File: src/rtl/fpc_pkg.sv
// Constants and shared types for the four phase clock sequencer with single step.
// How it works
// - Four fixed-rotation phases, one oscillator half each.
// - Phase one sets low bit; two clears high.
// - Phase three: odd inhibit clear, high clear, half A.
// - During phase three clear low bit.
// - Phase four: even inhibit clear, low clear, half B.
// - During phase four set high bit.
// - Automatic mode rotates continuously without gaps.
// - Switches at rest leave recycling untouched.
// - Normal operation holds both inhibit flags clear.
// - Halt switch ignored while run flag set.
// - Clear removed only: halt, idle, no clear.
// - Stepping disables the memory timing chain.
// - Halt entry: helper set, even then odd inhibit.
// - Both inhibits set: no phase, oscillator runs.
// - Arming flag set while advance switch rests.
// - First advance clears even inhibit before phase two.
// - After stepped phase two: helper set, disarm.
// - Next half re-sets even inhibit, blocking a second phase two.
// - Next advance clears odd inhibit when helper set.
// - After phase three: disarm, helper clear, odd inhibit.
// - Phase one like three, four like two.
// - Symmetrical oscillator halves of equal length.
// - Master clear forces both inhibit flags clear.
package fpc_pkg;

  // System clock period and the printed oscillator timing, in nanoseconds.
  localparam int CLK_PERIOD_NS   = 100;
  localparam int OSC_HALF_NS     = 400;
  localparam int CLOCK_CYCLE_NS  = 1600;
  // Cycles per oscillator half; the half is exact here, so rounding is moot.
  localparam int OSC_HALF_CYCLES = (OSC_HALF_NS / CLK_PERIOD_NS < 1) ? 1 : OSC_HALF_NS / CLK_PERIOD_NS;

  // Register byte offsets on the Avalon-MM slave.
  localparam logic [3:0] CTRL_OFS   = 4'h0;
  localparam logic [3:0] STATUS_OFS = 4'h4;

  // Control register fields.
  localparam int CTRL_HALT_BIT = 0;
  localparam int CTRL_STEP_BIT = 1;

  // Status register fields.
  localparam int ST_PS_LOW_BIT   = 0;
  localparam int ST_PS_HIGH_BIT  = 1;
  localparam int ST_EVEN_INH_BIT = 2;
  localparam int ST_ODD_INH_BIT  = 3;
  localparam int ST_ARMED_BIT    = 4;
  localparam int ST_HELPER_BIT   = 5;
  localparam int ST_STEPMODE_BIT = 6;
  localparam int ST_HALF_B_BIT   = 7;
  localparam int ST_PHASE_LSB    = 8;

  // Reset values: ready to produce phase one on the first half A.
  localparam logic PS_LOW_RST  = 1'b0;
  localparam logic PS_HIGH_RST = 1'b1;

  // Phase enable encodings, one bit per phase.
  localparam logic [3:0] PHASE_NONE = 4'h0;
  localparam logic [3:0] PHASE_1    = 4'h1;
  localparam logic [3:0] PHASE_2    = 4'h2;
  localparam logic [3:0] PHASE_3    = 4'h4;
  localparam logic [3:0] PHASE_4    = 4'h8;

  // Bus slave states, one-hot.
  typedef enum logic [1:0] {
    BUS_IDLE = 2'b01,
    BUS_ACK  = 2'b10
  } fpc_bus_state_t;

endpackage : fpc_pkg

File: src/rtl/fpc_osc_if.sv
// Interface between the oscillator and switch front end and the sequencer core.
`timescale 1ns/1ps
interface fpc_osc_if;
  logic haltRaw;       // Halt request before synchronisation.
  logic stepRaw;       // Advance switch, high while pressed, unsynchronised.
  logic oscHalfB;      // Low in the half serving phases one and three.
  logic halfEnd;       // One-cycle pulse in the last cycle of each half.
  logic haltLvl;       // Synchronised halt request.
  logic stepLvl;       // Synchronised advance switch level.
  logic stepReleased;  // One-cycle pulse when the advance switch returns to rest.

  modport osc  (input haltRaw, stepRaw, output oscHalfB, halfEnd, haltLvl, stepLvl, stepReleased);
  modport core (output haltRaw, stepRaw, input oscHalfB, halfEnd, haltLvl, stepLvl, stepReleased);
endinterface : fpc_osc_if

File: src/rtl/fpc_osc.sv
// Base oscillator divider and operator switch synchronisers.
`timescale 1ns/1ps
module fpc_osc #(
  parameter int HALF_CYCLES = fpc_pkg::OSC_HALF_CYCLES
) (
  input wire logic core_clk,
  input wire logic sys_rst,
  fpc_osc_if.osc   oscIf
);

  // A zero length half would freeze the rotation.
  if (HALF_CYCLES < 1) begin : g_bad_half
    $error("HALF_CYCLES must be at least one");
  end

  localparam int CW = (HALF_CYCLES > 1) ? $clog2(HALF_CYCLES) : 1;
  localparam logic [CW-1:0] LAST = CW'(HALF_CYCLES - 1);

  // Whole state of the front end in one record.
  typedef struct packed {
    logic [CW-1:0] count;    // Cycles elapsed in the current half.
    logic          halfB;    // Current oscillator half.
    logic [1:0]    haltSync; // Two-stage synchroniser; bit 0 is the first stage.
    logic [1:0]    stepSync; // Two-stage synchroniser; bit 0 is the first stage.
    logic          stepPrev; // Previous synchronised advance level.
  } fpc_osc_state_t;

  fpc_osc_state_t st_q;
  fpc_osc_state_t st_d;

  // Both halves use the same count, which keeps the square wave symmetrical.
  always_comb begin
    st_d = st_q;
    if (st_q.count == LAST) begin
      st_d.count = '0;
      st_d.halfB = ~st_q.halfB;
    end else begin
      st_d.count = st_q.count + CW'(1);
    end
    // First stages feed only the second stages.
    st_d.haltSync = {st_q.haltSync[0], oscIf.haltRaw};
    st_d.stepSync = {st_q.stepSync[0], oscIf.stepRaw};
    st_d.stepPrev = st_q.stepSync[1];
  end

  // Reset starts the oscillator in half A with both switches seen at rest.
  always_ff @(posedge core_clk or posedge sys_rst) begin
    if (sys_rst) begin
      st_q <= '0;
    end else begin
      st_q <= st_d;
    end
  end

  assign oscIf.oscHalfB     = st_q.halfB;
  assign oscIf.halfEnd      = (st_q.count == LAST);
  assign oscIf.haltLvl      = st_q.haltSync[1];
  assign oscIf.stepLvl      = st_q.stepSync[1];
  assign oscIf.stepReleased = st_q.stepPrev & ~st_q.stepSync[1];

endmodule : fpc_osc

File: src/rtl/fpc_clock_seq.sv
// Four phase master clock sequencer with halt and single phase stepping.
//
// Implementation choices: the register addresses and the Avalon-MM slave port.
`timescale 1ns/1ps
module fpc_clock_seq #(
  parameter int HALF_CYCLES = fpc_pkg::OSC_HALF_CYCLES
) (
  input  wire logic        core_clk,
  input  wire logic        sys_rst,
  // Operator switches and machine state.
  input  wire logic        autoClockHaltSwitch,
  input  wire logic        phaseStepSwitch,
  input  wire logic        runFlag,
  input  wire logic        memoryChainBusy,
  input  wire logic        masterClearActive,
  // Clock phase enables to the logic chassis.
  output logic      [3:0]  phaseEnable,
  output logic      [1:0]  phaseState,
  output logic             memoryChainDisable,
  // Avalon-MM slave.
  input  wire logic [3:0]  avs_address,
  input  wire logic        avs_read,
  input  wire logic        avs_write,
  input  wire logic [31:0] avs_writedata,
  output logic      [31:0] avs_readdata,
  output logic             avs_waitrequest
);

  // A zero length half would freeze the rotation.
  if (HALF_CYCLES < 1) begin : g_bad_half
    $error("HALF_CYCLES must be at least one");
  end

  // Whole state of the sequencer in one record.
  typedef struct packed {
    logic                    psLow;      // Low phase-state bit.
    logic                    psHigh;     // High phase-state bit.
    logic                    evenInh;    // Blocks phases two and four.
    logic                    oddInh;     // Blocks phases one and three.
    logic                    armed;      // Step armed flag.
    logic                    helper;     // Step helper flag.
    logic [3:0]              phase;      // Registered phase enables.
    logic                    memDisable; // Registered memory chain disable.
    logic                    softHalt;   // Software halt request.
    logic                    softStep;   // Software advance request.
    fpc_pkg::fpc_bus_state_t bus;        // Bus slave state.
    logic                    waitReq;    // Registered waitrequest.
    logic [31:0]             rdata;      // Registered read data.
  } fpc_core_state_t;

  fpc_core_state_t st_q;
  fpc_core_state_t st_d;

  // Front end: oscillator and switch synchronisers.
  fpc_osc_if oscIf ();

  // Software may stand in for the console switches; either source acts.
  assign oscIf.haltRaw = autoClockHaltSwitch | st_q.softHalt;
  assign oscIf.stepRaw = phaseStepSwitch | st_q.softStep;

  fpc_osc #(
    .HALF_CYCLES (HALF_CYCLES)
  ) u_osc (
    .core_clk (core_clk),
    .sys_rst  (sys_rst),
    .oscIf    (oscIf)
  );

  // Stepping mode is entered only when halt is asked, the machine is not
  // running, memory is idle and no master clear is in progress. Waiting for
  // memory to go idle keeps a reference from being cut in half.
  logic stepMode;
  assign stepMode = oscIf.haltLvl
                  & ~runFlag
                  & ~memoryChainBusy
                  & ~masterClearActive;

  // Half A serves phases one and three, half B phases two and four.
  logic halfA;
  logic halfB;
  assign halfB = oscIf.oscHalfB;
  assign halfA = ~oscIf.oscHalfB;

  // An advance is a pressed switch while the arming flag is still set.
  logic advance;
  assign advance = oscIf.stepLvl & st_q.armed;

  // Phase decode from the flags and the oscillator half. Each half can yield
  // at most one phase, so the four enables are exclusive by construction.
  function automatic logic [3:0] decodePhase(
    input logic hb,
    input logic low,
    input logic high,
    input logic evenI,
    input logic oddI
  );
    logic [3:0] p;
    p = fpc_pkg::PHASE_NONE;
    if (!hb) begin
      if (!oddI && high) begin
        p = fpc_pkg::PHASE_1;
      end else if (!oddI && !high) begin
        p = fpc_pkg::PHASE_3;
      end
    end else begin
      if (!evenI && low) begin
        p = fpc_pkg::PHASE_2;
      end else if (!evenI && !low) begin
        p = fpc_pkg::PHASE_4;
      end
    end
    return p;
  endfunction : decodePhase

  // Phase currently being driven, seen from the flags as they stand.
  logic [3:0] phaseNow;
  assign phaseNow = decodePhase(halfB, st_q.psLow, st_q.psHigh, st_q.evenInh, st_q.oddInh);

  // Bus decode helpers.
  logic busReq;
  assign busReq = avs_read | avs_write;

  // Next-state logic for the sequencer, the step flags and the bus slave.
  always_comb begin
    st_d = st_q;

    // Phase-state bits advance at the end of the half in which a phase ran,
    // so the next half sees its selection with no dead half between them.
    if (oscIf.halfEnd) begin
      if (halfA && !st_q.oddInh) begin
        if (st_q.psHigh) begin
          st_d.psLow = 1'b1;
        end else begin
          st_d.psLow = 1'b0;
        end
      end
      if (halfB && !st_q.evenInh) begin
        if (st_q.psLow) begin
          st_d.psHigh = 1'b0;
        end else begin
          st_d.psHigh = 1'b1;
        end
      end
    end

    // Step flag network, evaluated once per oscillator half.
    if (oscIf.halfEnd) begin
      if (halfB && !st_q.evenInh) begin
        // A phase two or four just ran: remember it and disarm.
        st_d.helper = 1'b1;
        st_d.armed  = 1'b0;
      end
      if (halfA && !st_q.oddInh) begin
        // A phase one or three just ran.
        st_d.helper = 1'b0;
        st_d.armed  = 1'b0;
      end
      if (halfA && st_q.helper) begin
        st_d.evenInh = 1'b1;
      end
      if (halfB && !st_q.helper) begin
        st_d.oddInh = 1'b1;
      end
      if (halfA && advance && !st_q.helper && st_q.oddInh) begin
        st_d.evenInh = 1'b0;
      end
      if (halfB && advance && st_q.helper && st_q.evenInh) begin
        st_d.oddInh = 1'b0;
      end
    end

    // A switch at rest re-arms at once; the release pulse also re-arms, though it only comes with the
    // switch at rest, and a press that misses the last cycle of a half is lost. Re-arming wins
    // over a same-cycle disarm because the switch is no longer pressed.
    if (!oscIf.stepLvl || oscIf.stepReleased) begin
      st_d.armed = 1'b1;
    end

    // Outside stepping mode the inhibits are cleared at every half boundary,
    // which keeps the rotation free running whatever the advance switch does.
    // Clearing on the boundary rather than at once costs up to one half of
    // delay on leaving a halt, but never lets a clipped phase reach the chassis.
    if (!stepMode && oscIf.halfEnd) begin
      st_d.evenInh = 1'b0;
      st_d.oddInh  = 1'b0;
    end

    // With both inhibits set the decode yields nothing while the oscillator
    // keeps running, so the outputs simply fall silent.
    st_d.phase = decodePhase(halfB, st_q.psLow, st_q.psHigh, st_q.evenInh, st_q.oddInh);

    // Memory references are blocked for as long as stepping is possible.
    st_d.memDisable = stepMode;

    // Avalon slave: one wait cycle, then one cycle with waitrequest low.
    case (st_q.bus)
      fpc_pkg::BUS_IDLE: begin
        st_d.waitReq = 1'b1;
        if (busReq) begin
          st_d.bus     = fpc_pkg::BUS_ACK;
          st_d.waitReq = 1'b0;
          st_d.rdata   = '0;
          if (avs_read) begin
            if (avs_address == fpc_pkg::CTRL_OFS) begin
              st_d.rdata[fpc_pkg::CTRL_HALT_BIT] = st_q.softHalt;
              st_d.rdata[fpc_pkg::CTRL_STEP_BIT] = st_q.softStep;
            end else if (avs_address == fpc_pkg::STATUS_OFS) begin
              st_d.rdata[fpc_pkg::ST_PS_LOW_BIT]   = st_q.psLow;
              st_d.rdata[fpc_pkg::ST_PS_HIGH_BIT]  = st_q.psHigh;
              st_d.rdata[fpc_pkg::ST_EVEN_INH_BIT] = st_q.evenInh;
              st_d.rdata[fpc_pkg::ST_ODD_INH_BIT]  = st_q.oddInh;
              st_d.rdata[fpc_pkg::ST_ARMED_BIT]    = st_q.armed;
              st_d.rdata[fpc_pkg::ST_HELPER_BIT]   = st_q.helper;
              st_d.rdata[fpc_pkg::ST_STEPMODE_BIT] = stepMode;
              st_d.rdata[fpc_pkg::ST_HALF_B_BIT]   = halfB;
              st_d.rdata[fpc_pkg::ST_PHASE_LSB +: 4] = phaseNow;
            end else begin
              // Unmapped addresses read as zero.
              st_d.rdata = '0;
            end
          end
        end
      end
      fpc_pkg::BUS_ACK: begin
        // The master samples waitrequest low at this edge and releases.
        st_d.bus     = fpc_pkg::BUS_IDLE;
        st_d.waitReq = 1'b1;
        if (avs_write && avs_address == fpc_pkg::CTRL_OFS) begin
          st_d.softHalt = avs_writedata[fpc_pkg::CTRL_HALT_BIT];
          st_d.softStep = avs_writedata[fpc_pkg::CTRL_STEP_BIT];
        end
      end
      default: begin
        // Recover from an illegal code by returning to idle.
        st_d.bus     = fpc_pkg::BUS_IDLE;
        st_d.waitReq = 1'b1;
      end
    endcase
  end

  // Reset leaves the clock free running, ready for phase one, bus idle.
  always_ff @(posedge core_clk or posedge sys_rst) begin
    if (sys_rst) begin
      st_q            <= '0;
      st_q.psLow      <= fpc_pkg::PS_LOW_RST;
      st_q.psHigh     <= fpc_pkg::PS_HIGH_RST;
      st_q.armed      <= 1'b1;
      st_q.bus        <= fpc_pkg::BUS_IDLE;
      st_q.waitReq    <= 1'b1;
    end else begin
      st_q <= st_d;
    end
  end

  // Every output comes straight from the state record.
  assign phaseEnable        = st_q.phase;
  assign phaseState         = {st_q.psHigh, st_q.psLow};
  assign memoryChainDisable = st_q.memDisable;
  assign avs_readdata       = st_q.rdata;
  assign avs_waitrequest    = st_q.waitReq;

endmodule : fpc_clock_seq

File: config.mk
export PLATFORM = sky130hd
export DESIGN_NAME = fpc_clock_seq
export DESIGN_NICKNAME = d
export VERILOG_FILES = /design/src/rtl/fpc_pkg.sv /design/src/rtl/fpc_osc_if.sv /design/src/rtl/fpc_osc.sv /design/src/rtl/fpc_clock_seq.sv
export SDC_FILE = /design/constraint.sdc
export NUM_CORES = 1
export LEC_CHECK = 0
export BUFFER_PORTS_ARGS = -buffer_cell sky130_fd_sc_hd__buf_2
export CORE_MARGIN = 2
export CORE_UTILIZATION = 43
export CTS_CLUSTER_SIZE = 20
export DETAILED_ROUTE_END_ITERATION = 10
export PLACE_DENSITY = 0.76
export RECOVER_POWER = 25
export SKIP_LAST_GASP = 1
export SYNTH_ARGS = -nofsm -noshare
export SYNTH_HDL_FRONTEND = slang
export SYNTH_SLANG_ARGS = --single-unit
File: constraint.sdc
create_clock -name core_clk -period 3.5 [get_ports core_clk]
set_clock_uncertainty 0.1 [all_clocks]
set_input_delay 0.175 -clock core_clk [delete_from_list [all_inputs] [get_ports core_clk]]
set_output_delay 0.175 -clock core_clk [all_outputs]
set_load 0.01 [all_outputs]
Word-level counts from Yosys, hierarchy flattened
Cells that the tools add are included.

Logic and storage cells: 99. Flip-flop bits (word level): 56. Output and inout port bits: 40.

Reductions and logical operators: 39. Bitwise logic cells: 13. Mux-type cells: 23. $add $sub $neg: 1. Equality and inequality tests: 5.

Operator list (count): two-way mux 35 bit (1); two-way mux 32 bit (1); logical AND 1 bit (16); two-way mux 4 bit (4); AND reduction 2 bit (8); two-way mux 12 bit (1); two-way mux 10 bit (1); two-way mux 2 bit (5); two-way mux 3 bit (3); nonzero test 3 bit (3); zero test 1 bit (7); two-way mux 1 bit (7); nonzero test 2 bit (3); bitwise AND 1 bit (5); NOT 1 bit (5); == test 2 bit, second input constant (2); == test 4 x 3 -> 1 bit, second input constant (1); zero test 4 bit (1); bitwise OR 1 bit (3); adder 2 x 1 -> 2 bit, second input constant (1); == test 2 x 1 -> 1 bit, second input constant (1); != test 2 bit, second input constant (1); logical OR 1 bit (1).

Longest topological paths before layout
Depth in word-level cells: 10. Depth in mapped cells: 5. Mapped depth without buffers: 4.

Modules after synthesis
Synthesis repeated with hierarchy kept, for this count alone.

Cell total of the unflattened synthesis: 141. Area total of the unflattened synthesis: 1696.6 µm².

By module, submodules not included: fpc_clock_seq (area each 1448.9 µm², times used 1, cells an instance 127); fpc_osc (area each 247.7 µm², times used 1, cells an instance 14).

Worst setup path after synthesis
OpenSTA, ideal clock, no wires.

Path type: register to register. From: register u_osc.st_q[6] (netlist name). To: register st_q (netlist bit phaseState[0]). Data required time: 3.273 ns. Clock period less this slack: 1.299 ns. Stages on the path, launching flop included: 5. Data arrival time: 1.071 ns. Path slack: 2.201 ns. Path buffers: 1. Library setup time: 0.127 ns. Cells stage by stage: dfrtp_1 ha_1 buf_2 nand2_1 mux2_1.

Longest elaborated chain between the ends: 2.

Ends and longest elaborated chain: start: declaration (RTL line fpc_osc.sv:28) `fpc_osc_state_t st_q;`; start signal: assignment (RTL line fpc_osc.sv:51) `st_q <= st_d;`; == test 2 bit (RTL line fpc_osc.sv:56) `assign oscIf.halfEnd = (st_q.count == LAST);`; AND reduction 2 bit (no line); end signal: assignment (RTL line fpc_clock_seq.sv:251) `st_q <= st_d;`; end: declaration (RTL line fpc_clock_seq.sv:51) `fpc_core_state_t st_q;`.

No other way between the ends. A chain may end at the register's enable or synchronous reset.

==> results.json <==
{
  "status": "complete, but fails checks",
  "failed_checks": "hold timing",
  "grtUsageMet3": 0.0405,
  "grt_usage": 0.141,
  "die_w_um": 66.5,
  "start_kind": "input port",
  "critPathMaxFanout": 3,
  "drv_cap": 0,
  "setup_violations": 0,
  "tightest_slew_ns": 0.871,
  "worstSetupEndpointType": "flop",
  "timing.final.hold_violations": 21,
  "synthesis.area_sq_um": 1680,
  "crit_type": "input port to flop",
  "ir_worst_vdd_uv": 197,
  "dp_slack_ns": 1.97,
  "synthFlopType": "dfrtp_1",
  "slew_viol_final": 0,
  "yosys_warnings": 0,
  "clockBufferDepth": 2,
  "postSynthRegisterBits": 35,
  "switching_share": 0.269,
  "path_clk_slew_ns": 0.06,
  "ios": 85,
  "grt_pass1_vias": 1015,
  "cp_cell_sequence": "dlygate4sd3_1 -> buf_2 -> nor4b_2 -> dlygate4sd3_1",
  "grt_pass1_wl_mm": 4.66,
  "holdWs_ns": -0.0314,
  "top_usage_layer": "met2",
  "fin_crit_sh": 0.479,
  "reg2reg_from": "st_q[33]",
  "layout_setup_ws_ns": 1.82,
  "drcViolationCount": 0,
  "initial_core_util": 0.452,
  "area.growth.synth_to_final_pct": 8.79,
  "diodes": 0,
  "tns_ns": 0,
  "clkPwrFrac": 0.311,
  "cp.arrival_ns": 1.80,
  "rsz0062_at_grt": "false",
  "avgRoutedWirePerCell_um": 12.3,
  "gr-total-overflow": 0,
  "max_freq_mhz": 596,
  "cellInternalPower_uw": 686,
  "drive_above_1_share": 0.314,
  "synth_cells": 143,
  "yosysUniqueCellTypes": 36,
  "vias_per_cell": 4.75,
  "fp.dieH_um": 66.5,
  "io_buffers": 34,
  "first_pass_iters": 4,
  "grt_max_degree": 25,
  "cts_tree": "yes",
  "cts-root-buf": "clkbuf_8",
  "gp_congestion": 0.710,
  "cp_common_cell": "dlygate4sd3_1",
  "p_sw_uw": 253,
  "antenna_found_initial": 0,
  "nNetsFinal": 215,
  "drtIter0Drc": 44,
  "grt_util_met1": 0.174,
  "pwr-share-seq": 0.529,
  "cts_made_buffers": 5,
  "dpl.cell_count": 202,
  "dp_hpwl_mm": 1.91,
  "core_area_sq_um": 3720,
  "worstPathRequired_ns": 3.62,
  "fp-row-count": 22,
  "wl_mm": 2.68,
  "crit_family": "buffers and inverters",
  "met2_usage": 0.230,
  "slowest_stage": "dlygate4sd3_1",
  "cts_htree_levels": 2,
  "fin_cells": 217,
  "final_antenna_net_count": 0,
  "dieArea_sq_um": 4420,
  "slowest_delay_ns": 0.60,
  "p_leak_uw": 0.000932,
  "combPwrFrac": 0.160,
  "min_path_type": "input port to async pin",
  "clock-sinks": 35,
  "worst-path-buf-inv": 3,
  "synth_edf_count": 0,
  "syn_avg_cell_area_sq_um": 11.7,
  "clk_latency_ns": 0.28,
  "layout_min_cycle_time_ns": 1.68,
  "p_per_area_nw_per_um2": 514,
  "cts_resized": 0,
  "critPathLaunch": "runFlag",
  "synth_top_cell_by_area": "dfrtp_1",
  "ys_seq_area_frac": 0.525,
  "dr_total_vias": 1030,
  "synth_area_leaders": "dfrtp_1 (46%), buf_4 (17%), dfstp_2 (6.3%)",
  "synth_top_area_frac": 0.462,
  "slew_headroom": 0.419,
  "synthArstFlopShare": 1.00
}
[placed cells by master (no fill, tap or decap), types with 4 or more instances in the layout]
master         synthesis  final
dlygate4sd3_1          0      7
o21ai_0                4      4
a22o_1                10     10
conb_1                 1     20
dfrtp_1               31     31
buf_2                  2     34
clkbuf_8               0      6
dfstp_2                4      4
inv_1                  7      7
[path summary, 6_finish.rpt]
path	endpoint	slack, ns	depth (start not counted)
worst min-delay path	memoryChainDisable	-0.03	2
min in group core_clk	st_q[33]	0.01	2
worst max register to register	avs_readdata[6]	1.93	3
max in group asynchronous	st_q[43]	2.58	3
worst max-delay path	memoryChainDisable	1.82	4
worst min register to register	u_osc.oscIf.stepLvl	0.25	0
[cell families after synthesis]
group                      Yosys count  synth area share
muxes                                6            0.0387
other                                1           0.00223
xor gates and xnor gates             1           0.00522
and+or+nand+nor                     22            0.0894
DFF                                 35             0.525
adders and majority gates            2            0.0149
AOI/OAI and AO/OA                   26             0.117
buffers and inverters               50             0.208
[layout make-up]
class	count	area [sq um]
fill	366	1890
sequential	35	881
multi-input combinational	77	520
timing repair buffer	42	248
clock buffer	7	86.3
tap	48	60.1
inverter	7	26.3
clock inverter	1	5.00
[worst reg2reg max path, cell delays in order, from the launching register on]
cell and delay, ns:
dfstp_2 0.54, nor2b_4 0.17, and4_1 0.48, a22o_1 0.22
[flip-flops by register name, summed over array words and instances, names as in the netlist]
| signal | count |
|---|---|
| u_osc.oscIf.stepLvl | 1 |
| u_osc.st_q | 2 |
| phaseState | 2 |
| u_osc.oscIf.oscHalfB | 1 |
| st_q | 8 |
| avs_waitrequest | 1 |
| memoryChainDisable | 1 |
| avs_readdata | 12 |
| u_osc.st_d | 2 |
| u_osc.oscIf.haltLvl | 1 |
| phaseEnable | 4 |
[routing by layer]
layer  share of wire  vias to the layer above
li1                -                      481
met1            0.43                      504
met2            0.50                       40
met3           0.055                        5
met4           0.018                        0
met5               0                        -
[repair_timing]
| item | in CTS | in global routing |
|---|---|---|
| hold buffers | 7 | 0 |
| setup buffers | 0 | 0 |
| hold endpoints to repair | 6 | 0 |
| setup endpoints to repair | 0 | 0 |
[power groups by stage]
stage	registers, uW	clock network, uW	logic [uW]
global route	504	319	170
floorplan	499	0	138
detailed placement	505	0	147
global placement	503	0	144
CTS	498	302	153
finish	497	292	150
[metrics by stage]
| step | instance area, sq um | power [uW] | util | hold slack (ns) |
|---|---|---|---|---|
| 3_5_place_dp | 1670 | 652 | 0.448 | 0.237 |
| 4_1_cts | 1830 | 952 | 0.492 | 0.0000735 |
| 2_1_floorplan | 1750 | 636 | - | 0.138 |
| 3_3_place_gp | 1670 | 647 | 0.448 | 0.233 |
| 6_report | 1830 | 939 | 0.492 | -0.0314 |
| 5_1_grt | 1830 | 994 | 0.492 | 0.0446 |
[cell usage after synthesis, types with 2 or more instances]
master and count:
a22o_1 10, a2bb2oi_1 2, a31oi_1 3, buf_2 2
buf_4 38, buf_6 2, dfrtp_1 31, dfstp_2 4
ha_1 2, inv_1 7, mux2_1 3, mux2i_1 2
nand2_1 3, nand2b_1 2, nand4_1 2, nor2_1 3
nor3_1 2, o21ai_0 4, o22ai_1 2, o2bb2ai_1 2
or2_2 2
Note: power is estimated with default switching activity, not from simulation.
